[src/design/gpio_map.vh]
// register map and field constants for the general purpose io port
`ifndef GPIO_MAP_VH
`define GPIO_MAP_VH
`define GPIO_DATA_IDX 8'h52
`define GPIO_DIR_IDX 8'h54
`define GPIO_DATA_ADDR 12'h148
`define GPIO_DIR_ADDR 12'h150
`define GPIO_DATA_RST 8'h00
`define GPIO_DIR_RST 8'h00
`define GPIO_DATA_MASK 8'h3f
`define GPIO_P1_INPUT 2'b00
`define GPIO_P1_PUSH 2'b01
`define GPIO_P1_OPEN 2'b10
`define GPIO_P1_RSVD 2'b11
`define GPIO_SRC_BIT 7
`define GPIO_PIN4_BIT 3
`define GPIO_NPINS 6
`endif

[src/design/gpio_pin.v]
// one push-pull general purpose pin cell for pins two to six
`timescale 1ns/1ps
`default_nettype none
module gpio_pin (
  input wire mclk,
  input wire rst_b,
  input wire dir_out,
  input wire data_bit,
  input wire pin_in,
  output reg pin_out,
  output reg pin_oe,
  output reg pin_sense
);
  always @(posedge mclk or negedge rst_b) begin
    if (!rst_b) begin
      pin_out <= 1'b0;
      pin_oe <= 1'b0;
      pin_sense <= 1'b0;
    end else begin
      pin_oe <= dir_out; // see [RULE3] see [RULE13]
      pin_out <= data_bit; // see [RULE4] see [RULE6]
      pin_sense <= pin_in; // see [RULE5]
    end
  end
endmodule
`default_nettype wire

[src/design/gpio_port.v]
// general purpose io port top with apb register slave
// Overview of operation
// [RULE1] data register at index 52h/53h; bits 0-5 are pins 1-6, 6-7 reserved
// [RULE2] software writes reserved bits zero; readback of them is not guaranteed zero
// [RULE3] each pin is input or output per its direction setting
// [RULE4] written data is latched and presented on the pin
// [RULE5] data read returns sensed pin level in either direction
// [RULE6] push-pull output drives high for one, low for zero
// [RULE7] pin one direction field 10 selects open-drain relay driver
// [RULE8] open-drain one pulls pin low, zero releases it
// [RULE9] open-drain read of pin one returns inverted pin level
// [RULE10] direction register at index 54h/55h; source bit, pin directions, pin one field
// [RULE11] period source bit zero uses polarity detector, one uses pin four
// [RULE12] pin one field: 00 input, 01 push-pull, 10 open drain, 11 reserved
// [RULE13] pins two to six: direction zero input, one push-pull output
// [RULE14] output latches clear to zero at reset
//
// The APB register port was left to the implementer.
`timescale 1ns/1ps
`default_nettype none
`include "gpio_map.vh"
module gpio_port #(
  parameter NPINS = `GPIO_NPINS
) (
  input wire MCLK,
  input wire RST_B,
  input wire PSEL,
  input wire PENABLE,
  input wire PWRITE,
  input wire [11:0] PADDR,
  input wire [31:0] PWDATA,
  output reg [31:0] PRDATA,
  output reg PREADY,
  output reg PSLVERR,
  input wire [NPINS-1:0] PIN_IN,
  output wire [NPINS-1:0] PIN_OUT,
  output wire [NPINS-1:0] PIN_OE,
  input wire POLARITY_IN,
  output reg PERIOD_DET_IN
);
  // bus phases and register selects
  wire setup;
  wire access;
  wire wr_fire;
  wire rd_take;
  wire hit_data;
  wire hit_dir;
  wire hit_any;

  // software visible registers and their next values
  reg [7:0] data_r;
  reg [7:0] data_nxt;
  reg [7:0] dir_r;
  reg [7:0] dir_nxt;

  // next values of the bus answer
  reg pready_nxt;
  reg pslverr_nxt;
  reg [31:0] prdata_nxt;
  reg [7:0] rd_nxt;

  // pin one cell, the only pin with an open drain mode
  reg p1_out_r;
  reg p1_out_nxt;
  reg p1_oe_r;
  reg p1_oe_nxt;
  reg p1_sense_r;
  wire [1:0] p1_mode;
  wire p1_open;

  // period detector feed
  reg period_nxt;

  // sensed levels of all pins
  wire [NPINS-1:0] sense;

  assign setup = PSEL && !PENABLE;
  assign access = PSEL && PENABLE && PREADY;
  assign wr_fire = access && PWRITE;
  assign rd_take = setup && !PWRITE;
  assign hit_data = (PADDR == `GPIO_DATA_ADDR);
  assign hit_dir = (PADDR == `GPIO_DIR_ADDR);
  assign hit_any = hit_data || hit_dir;
  assign p1_mode = dir_r[1:0];
  assign p1_open = (p1_mode == `GPIO_P1_OPEN);

  // a write lands at the edge that completes the access, never in setup
  always @* begin
    data_nxt = data_r;
    if (wr_fire && hit_data) begin
      data_nxt = PWDATA[7:0]; // see [RULE1] see [RULE4]
    end
  end

  always @* begin
    dir_nxt = dir_r;
    if (wr_fire && hit_dir) begin
      dir_nxt = PWDATA[7:0]; // see [RULE10]
    end
  end

  always @(posedge MCLK or negedge RST_B) begin
    if (!RST_B) begin
      data_r <= `GPIO_DATA_RST; // see [RULE14]
    end else begin
      data_r <= data_nxt;
    end
  end

  always @(posedge MCLK or negedge RST_B) begin
    if (!RST_B) begin
      dir_r <= `GPIO_DIR_RST; // see [RULE11]
    end else begin
      dir_r <= dir_nxt;
    end
  end

  // read byte: sensed levels in bits 0-5, stored data_r bits 6-7, pin one inverted in open drain; direction reads return dir_r
  always @* begin
    rd_nxt = 8'h00;
    if (hit_data) begin
      rd_nxt = {data_r[7:6], sense[NPINS-1:1], sense[0]}; // see [RULE5] see [RULE2]
      if (p1_open) begin
        rd_nxt[0] = ~sense[0]; // see [RULE9]
      end
    end else if (hit_dir) begin
      rd_nxt = dir_r;
    end
  end

  // zero wait state: the answer always follows the setup cycle by one edge
  always @* begin
    pready_nxt = setup;
    pslverr_nxt = setup && !hit_any;
    prdata_nxt = PRDATA;
    if (rd_take) begin
      prdata_nxt = {24'h000000, rd_nxt};
    end
  end

  always @(posedge MCLK or negedge RST_B) begin
    if (!RST_B) begin
      PREADY <= 1'b0;
    end else begin
      PREADY <= pready_nxt;
    end
  end

  always @(posedge MCLK or negedge RST_B) begin
    if (!RST_B) begin
      PSLVERR <= 1'b0;
    end else begin
      PSLVERR <= pslverr_nxt;
    end
  end

  // read data stands until the next read setup
  always @(posedge MCLK or negedge RST_B) begin
    if (!RST_B) begin
      PRDATA <= 32'h00000000;
    end else begin
      PRDATA <= prdata_nxt;
    end
  end

  // pin one drive: input, push-pull or open drain relay driver
  always @* begin
    p1_out_nxt = 1'b0;
    p1_oe_nxt = 1'b0;
    case (p1_mode) // see [RULE12] see [RULE3]
      `GPIO_P1_INPUT: begin
        p1_out_nxt = 1'b0;
        p1_oe_nxt = 1'b0;
      end
      `GPIO_P1_PUSH: begin
        p1_out_nxt = data_r[0]; // see [RULE6]
        p1_oe_nxt = 1'b1;
      end
      `GPIO_P1_OPEN: begin
        // only the pull-down is ever enabled, so a one pulls the pin low
        p1_out_nxt = 1'b0; // see [RULE7] see [RULE8]
        p1_oe_nxt = data_r[0];
      end
      default: begin
        // reserved code leaves the pin undriven
        p1_out_nxt = 1'b0;
        p1_oe_nxt = 1'b0;
      end
    endcase
  end

  always @(posedge MCLK or negedge RST_B) begin
    if (!RST_B) begin
      p1_out_r <= 1'b0;
    end else begin
      p1_out_r <= p1_out_nxt;
    end
  end

  always @(posedge MCLK or negedge RST_B) begin
    if (!RST_B) begin
      p1_oe_r <= 1'b0;
    end else begin
      p1_oe_r <= p1_oe_nxt;
    end
  end

  // sensed level is registered like the other cells, so all pins read in step
  always @(posedge MCLK or negedge RST_B) begin
    if (!RST_B) begin
      p1_sense_r <= 1'b0;
    end else begin
      p1_sense_r <= PIN_IN[0]; // see [RULE5]
    end
  end

  // period detector takes the polarity detector or pin four
  always @* begin
    if (dir_r[`GPIO_SRC_BIT]) begin
      period_nxt = PIN_IN[`GPIO_PIN4_BIT]; // see [RULE11]
    end else begin
      period_nxt = POLARITY_IN;
    end
  end

  always @(posedge MCLK or negedge RST_B) begin
    if (!RST_B) begin
      PERIOD_DET_IN <= 1'b0;
    end else begin
      PERIOD_DET_IN <= period_nxt;
    end
  end

  assign sense[0] = p1_sense_r;
  assign PIN_OUT[0] = p1_out_r;
  assign PIN_OE[0] = p1_oe_r;

  // pins two to six are plain push-pull cells
  genvar i;
  generate
    for (i = 1; i < NPINS; i = i + 1) begin : g_pin
      gpio_pin u_pin (
        .mclk(MCLK),
        .rst_b(RST_B),
        .dir_out(dir_r[i+1]), // see [RULE13]
        .data_bit(data_r[i]),
        .pin_in(PIN_IN[i]),
        .pin_out(PIN_OUT[i]),
        .pin_oe(PIN_OE[i]),
        .pin_sense(sense[i])
      );
    end
  endgenerate
endmodule
`default_nettype wire

[config.mk]
export PLATFORM = sky130hd
export DESIGN_NAME = gpio_port
export DESIGN_NICKNAME = d
export VERILOG_FILES = /design/src/design/gpio_pin.v /design/src/design/gpio_port.v
export VERILOG_INCLUDE_DIRS = /design/src /design/src/design
export SDC_FILE = /design/constraint.sdc
export NUM_CORES = 1
export LEC_CHECK = 0
export ABC_AREA = 0
export BUFFER_PORTS_ARGS = -buffer_cell sky130_fd_sc_hd__buf_2
export CELL_PAD_IN_SITES_DETAIL_PLACEMENT = 0
export CELL_PAD_IN_SITES_GLOBAL_PLACEMENT = 2
export CORE_MARGIN = 4
export CORE_UTILIZATION = 24
export DETAILED_ROUTE_END_ITERATION = 10
export PLACE_DENSITY = 0.81
export SLEW_MARGIN = 40
export SYNTH_ARGS = -nofsm -noshare
export SYNTH_HDL_FRONTEND = slang
export SYNTH_SLANG_ARGS = --single-unit
[constraint.sdc]
create_clock -name MCLK -period 1.4 [get_ports MCLK]
set_clock_uncertainty 0.2 [all_clocks]
set_input_delay 0.07 -clock MCLK [delete_from_list [all_inputs] [get_ports MCLK]]
set_output_delay 0.07 -clock MCLK [all_outputs]
set_load 0.05 [all_outputs]
==> results.tsv, run 1 <==
stage	metric	value	unit
outcome	status	finished, violations left	
outcome	violations	negative hold slack, negative setup slack	
run	maxCapViolCount	0	
cells_and_area	drive_gt1_share	45.2	%
pwr	clkPwrFrac	32.4	%
clock_tree	cts_root_buffer	clkbuf_8	
routing	drt_pass1_iterations	4	
logic_synthesis	syn_area	1990	µm²
place	post_dp_cell_area	2430	µm²
global_route	grt_pass1_wl	6750	µm
clock_tree	clk_latency	0.29	ns
place	dp_cells	324	
routing	drc	0	
logic_synthesis	avgSynthCellArea	12.5	µm²
cells_and_area	fillers	808	
global_route	grt_pass1_vias	1356	
logic_synthesis	yosysWarnings	0	
worst_setup_path	setup.worst_path.class	register to register	
place	dp_slack	-0.203	ns
floorplanning	ios	103	
cells_and_area	final_common_cell	buf_2	
timing	hold_slack	-0.0143	ns
clock_tree	clk_pin_slew	0.09	ns
clock_tree	tritoncts	yes	
pwr	switching_share	27.9	%
pwr	power_switching	688	µW
routing	postRouteAntennaNets	0	
global_route	grtUsageTotal	8.87	%
timing	fin_crit_sh	107	%
logic_synthesis	postSynthCellCount	159	
timing	max_freq	0.667	GHz
floorplanning	die_area	9820	µm²
floorplanning	die_h	99.1	µm
worst_setup_path	end_kind	register	
clock_tree	cts_buffer_depth	2	
pwr	seqPwrFrac	53.4	%
cells_and_area	stdcell_count	352	
clock_tree	htreeDepth	2	
timing	setup_viol	16	
floorplanning	die_width	99.1	µm
timing	finalWorstSetupSlack	-0.0993	ns
cells_and_area	layout_common_cells	buf_2 (53), dfrtp_1 (44), conb_1 (24)	
worst_setup_path	start_kind	register	
timing	hold_viol_final	10	
logic_synthesis	synth_seq_area_share	56.6	%
pwr	power.density	901	nW/µm²
place	dpl.hpwl	3400	µm
clock_tree	cts_sinks	45	
place	port-buffer-count	54	
timing	slew_viol_final	0	
timing	grt_setup_unrepaired	yes	
worst_setup_path	worst_ep_arrival_time	1.48	ns
pwr	p_leak	1.49	nW
worst_setup_path	cp_max_fo	8	
pwr	p_int	1.78	mW
floorplanning	start_util	25.2	%
cells_and_area	area_delta_synth_final	37.5	%
floorplanning	row_count	32	
pwr	ir_drop	0.000561	V
logic_synthesis	synth-seq-cells	45	
place	gp_congestion	0.708	
routing	routed_wl	4270	µm
routing	viasPerCell	3.75	
global_route	grt-ovfl-total	0	
pwr	p_comb_share	14.2	%
cells_and_area	finalInstanceArea	2740	µm²
cells_and_area	layout.nets	307	
routing	drtIter0Drc	27	
worst_setup_path	cp.required	1.38	ns
clock_tree	cts_buffers	5	
global_route	grt_max_degree	24	
routing	wire_per_inst	12.1	µm
cells_and_area	antenna_cells	0	
global_route	grt_antenna_before_repair	0	
timing	min_period	1.50	ns
routing	route.vias.total	1319	
worst_hold_path	worstHoldPathType	input port to async pin	
logic_synthesis	yosysUniqueCellTypes	29	
floorplanning	core_area	7890	µm²
## state kept, by name, indices dropped and copies added, names as in the netlist
register               flops
PRDATA                     8
PREADY                     1
g_pin.u_pin.pin_sense      5
p1_sense_r                 1
data_r                     8
PERIOD_DET_IN              1
g_pin.u_pin.pin_oe         5
p1_oe_r                    1
p1_out_r                   1
dir_r                      8
PSLVERR                    1
g_pin.u_pin.pin_out        5
## power groups by stage
stage	sequential [mW]	clock (mW)	combinational (mW)
5_1_grt	1.32	0.880	0.377
3_5_place_dp	1.34	0	0.310
3_3_place_gp	1.34	0	0.309
2_1_floorplan	1.36	0	0.221
6_report	1.32	0.799	0.351
4_1_cts	1.32	0.835	0.354
## layout make-up
type	count	area, µm²	area share, %
repair buffers	97	677	24.7
inverters	10	37.5	1.37
multi-input cells	90	678	24.8
flip-flops and latches	45	1130	41.2
clock inverters	3	21.3	0.777
clock buffers	5	68.8	2.51
well taps	102	128	4.66
## worst paths after layout
kind	start	to	slack (ns)	cells after the start
min in group MCLK	PADDR[4]	PSLVERR	0.09	5
max in group asynchronous	RST_B	data_r[1]	0.56	3
setup / recovery	PREADY	data_r[0]	-0.1	5
setup reg to reg	PREADY	data_r[0]	-0.1	5
hold / removal	RST_B	p1_oe_r	-0.01	2
hold reg to reg	data_r[5]	g_pin[5].u_pin.pin_out	0.19	0
## worst max-delay path, cell delays in order (launching register included)
cell and delay (ns):
dfrtp_2 0.37, nand4_1 0.11, buf_4 0.17, nor2_4 0.10, buf_12 0.15, mux2_4 0.30
## cells in the mapped netlist, drive strengths merged
library cell  instances  area [µm²]
nor4                  1        21.3
dfrtp                45        1130
o21a                  1        7.51
and2                  1        6.26
buf                  37         275
inv                  10        37.5
conb                  1        3.75
o21ai                 7        35.0
nor2b                 3        18.8
nand4                 4        31.3
a21oi                 1        5.00
nor4b                 1        23.8
nor4bb                1        10.0
nor3                  1        16.3
or3b                  1        8.76
mux2                 17         191
xor2                  1        8.76
ha                    2        25.0
nor2                  4        22.5
nor3b                 1        7.51
o31ai                 1        7.51
nand2b                1        6.26
a21o                  7        52.6
a22oi                 1        7.51
nand2                 8        30.0
nand3                 1        5.00
## per-layer routing
metal,track usage (%),wire length (µm),up-vias
li1,-,-,647
met1,11.8,1960,617
met2,13.9,2010,49
met3,2.34,256,6
met4,3.15,50,0
met5,0,0,-
## metrics by stage
stage	hold slack, ns	setup TNS [ns]	power (mW)	utilization, %
3_3_place_gp	-0.224	-2.90	1.65	30.8
2_1_floorplan	-0.426	-4.24	1.58	-
5_1_grt	0.00664	-2.27	2.58	34.7
6_report	-0.0143	-1.39	2.47	34.7
3_5_place_dp	-0.220	-3.54	1.65	30.8
4_1_cts	-0.00646	-1.87	2.51	34.5
## logic make-up (layout without fill, tap and decap cells)
group	count (synthesis)	count (layout)	share of synthesized area [%]
AO/OA/AOI/OAI	18	18	5.78
other	1	24	0.188
adder cells (fa/ha/maj)	2	2	1.26
flip-flops	45	45	56.6
buffers and inverters	47	115	15.7
AND/OR/NAND/NOR	28	28	10.4
XOR/XNOR	1	1	0.440
multiplexers	17	17	9.62
## what timing repair did
action | 4_1_cts | 5_1_grt
hold buffers | 18 | 0
resized for setup | 4 | 2
endpoints found under the hold margin | 70 | 0
endpoints found under the setup margin | 17 | 18
pin swaps | 4 | 2
setup buffers | 1 | 1
No activity file was read; power rests on OpenSTA's default activity.
==> run 2: changes to the inputs <==
Settings changed: GPL_TIMING_DRIVEN set to 0, SLEW_MARGIN 40 to unset.
==> run 2 against run 1 <==
  * The run still ends with negative hold slack, negative setup slack left
  * Utilization up 2.0 points
  * Clock power up 2.9%
  * Clock-buffer cell count up 1
  * Global-route usage up 0.28 points
  * Highest routed layer unchanged
==> results.tsv, run 2 (synthesis results as in run 1) <==
stage	metric	value	unit	change
routing	drc	0		unchanged
floorplanning	core_area	7890	µm²	unchanged
global_route	grtUsageTotal	9.16	%	+0.28 points
timing	max_freq	0.633	GHz	-5.1%
place	dpl.hpwl	3010	µm	-12%
global_route	grt_max_degree	46		+92%
place	dp_slack	-0.452	ns	-0.249 ns
timing	slew_viol_final	0		unchanged
cells_and_area	final_common_cell	buf_2		
clock_tree	cts_buffers	5		unchanged
worst_setup_path	worst_ep_arrival_time	1.56	ns	+0.08 ns
worst_setup_path	start_kind	register		
routing	wire_per_inst	11.6	µm	-4.9%
cells_and_area	drive_gt1_share	49.8	%	+4.6 points
cells_and_area	area_delta_synth_final	45.3	%	
worst_setup_path	reg2reg_slack	-0.18	ns	-0.08 ns
routing	route.vias.total	1371		+3.9%
pwr	p_comb_share	14.9	%	+0.7 points
routing	routed_wl	4310	µm	+0.82%
clock_tree	tritoncts	yes		
timing	setup_viol	16		unchanged
timing	slew_headroom	32.6	%	
run	maxCapViolCount	0		unchanged
pwr	power	2.51	mW	+1.8%
timing	hold_slack	-0.257	ns	-0.242 ns
clock_tree	holdBufCountCts	18		unchanged
global_route	grt_antenna_before_repair	0		unchanged
cells_and_area	reg.largest.list	PRDATA: 8 flops, data_r: 8 flops, dir_r: 8 flops		
worst_setup_path	timing.rr.end	dir_r[2]		
cells_and_area	layout_common_cells	buf_2 (55), dfrtp_1 (44), buf_4 (44)		
place	port-buffer-count	54		unchanged
worst_setup_path	setup.worst_path.class	register to register		
global_route	grt_pass1_wl	7000	µm	+3.7%
pwr	power_switching	677	µW	-1.6%
clock_tree	clk_latency	0.29	ns	about the same
cells_and_area	antenna_cells	0		unchanged
worst_setup_path	rr_worst_depth	4		-1
timing	min_period	1.58	ns	+0.0811 ns
pwr	switching_share	27.0	%	-0.94 points
pwr	power.density	868	nW/µm²	-3.6%
global_route	grt_pass1_vias	1360		+0.29%
worst_setup_path	worst-path-buf-inv	0		-2
timing	grt_setup_unrepaired	yes		
pwr	seqPwrFrac	52.4	%	-1.0 points
clock_tree	cts_sinks	45		unchanged
clock_tree	cts_buffer_depth	2		unchanged
timing	fin_crit_sh	113	%	+5.8 points
cells_and_area	finish.utilization	36.7	%	+2.0 points
routing	drt_pass1_iterations	4		unchanged
floorplanning	die_h	99.1	µm	unchanged
clock_tree	htreeDepth	2		unchanged
routing	viasPerCell	3.68		-1.9%
worst_setup_path	crit_family	simple AND/OR/NAND/NOR gates		
floorplanning	die_area	9820	µm²	unchanged
pwr	p_leak	1.62	nW	+8.5%
routing	drtIter0Drc	29		+7.4%
worst_setup_path	end_kind	register		
pwr	clkPwrFrac	32.7	%	+0.3 points
timing	hold_viol_final	45		+35
pwr	ir_drop	0.000365	V	-35%
timing	tightest_slew	1.01	ns	
routing	postRouteAntennaNets	0		unchanged
floorplanning	start_util	25.2	%	unchanged
global_route	grt-ovfl-total	0		unchanged
outcome	status	finished, violations left		
worst_setup_path	cp_cell_sequence	nand4_1 > nor2_2 > nand4_4 > mux2_4		
worst_setup_path	cp_max_fo	8		unchanged
floorplanning	ios	103		unchanged
worst_setup_path	slowest_stage	mux2_4		
clock_tree	cts_root_buffer	clkbuf_8		
worst_setup_path	cpPeakStageDelay	0.38	ns	about the same
clock_tree	clk_pin_slew	0.08	ns	about the same
floorplanning	die_width	99.1	µm	unchanged
worst_hold_path	worstHoldPathType	input port to async pin		
floorplanning	row_count	32		unchanged
outcome	violations	negative hold slack, negative setup slack		
pwr	p_int	1.83	mW	+3.2%
worst_setup_path	cp.required	1.38	ns	about the same
place	gp_congestion	0.678		-4.3%
worst_setup_path	r2r-start	PREADY		
timing	finalWorstSetupSlack	-0.180	ns	-0.0811 ns
cells_and_area	layout.nets	329		+7.2%
==> run 2: cell types whose count changed in the layout (fill, tap and decap cells not counted), sizes merged <==
cell | previous run | this run
buf | 79 | 101
clkbuf | 5 | 6
clkinv | 1 | 0
inv | 11 | 10
==> run 2: metrics by stage <==
| step | area, µm² | setup TNS (ns) | cells | hold WS (ns) |
|---|---|---|---|---|
| floorplan | 2110 | -4.24 | 182 | -0.426 |
| global placement | 2510 | -8.38 | 338 | -0.0220 |
| detailed placement | 2510 | -8.97 | 338 | -0.0199 |
| CTS | 2850 | -2.84 | 368 | -0.206 |
| global route | 2890 | -3.42 | 373 | -0.171 |
| finish | 2890 | -2.13 | 373 | -0.257 |
==> run 2: metal layers <==
metal	wire length, µm	vias up	GRT usage, %
li1	-	688	-
met1	1970	632	12.4
met2	2020	45	14.2
met3	263	6	2.48
met4	53	0	2.84
met5	0	-	0
==> run 2: what timing repair did <==
action,CTS,global route
setup endpoints to repair,17,24
pin swaps,3,5
gates resized for setup,4,2
gates cloned,0,0
hold endpoints to repair,71,45
setup buffers,5,5
==> run 2: final cells by class <==
cell class / count / area, µm²
Tap cell: 102 / 128
Clock inverter: 1 / 7.51
Fill cell: 820 / 4990
Sequential cell: 45 / 1130
Buffer: 37 / 275
Timing Repair Buffer: 82 / 542
Clock buffer: 6 / 82.6
Inverter: 10 / 37.5
Multi-Input combinational cell: 90 / 693
==> run 2: power by group through the flow <==
stage	sequential [mW]	clock [mW]	combinational, mW
after CTS	1.32	0.863	0.373
final	1.32	0.822	0.373
after floorplan	1.36	0	0.221
after detailed placement	1.34	0	0.331
after global routing	1.32	0.893	0.404
after global placement	1.34	0	0.329
==> run 2: worst max-delay path by stage <==
stage                     slack [ns]  depth (start not counted)   endpoint      from
final                          -0.18                          4   dir_r[2]    PREADY
after detailed placement       -0.45                          5  data_r[6]  PADDR[1]
after global routing           -0.26                          4   dir_r[2]    PREADY
after global placement         -0.43                          5  data_r[6]  PADDR[9]
after floorplan                -0.31                          4   dir_r[0]    PREADY
after CTS                      -0.22                          4   dir_r[2]    PREADY
==> run 2: worst reg2reg max path, stage by stage, from the launching register on <==
cell,delay (ns)
dfrtp_2,0.36
nand4_1,0.12
nor2_2,0.15
nand4_4,0.26
mux2_4,0.38
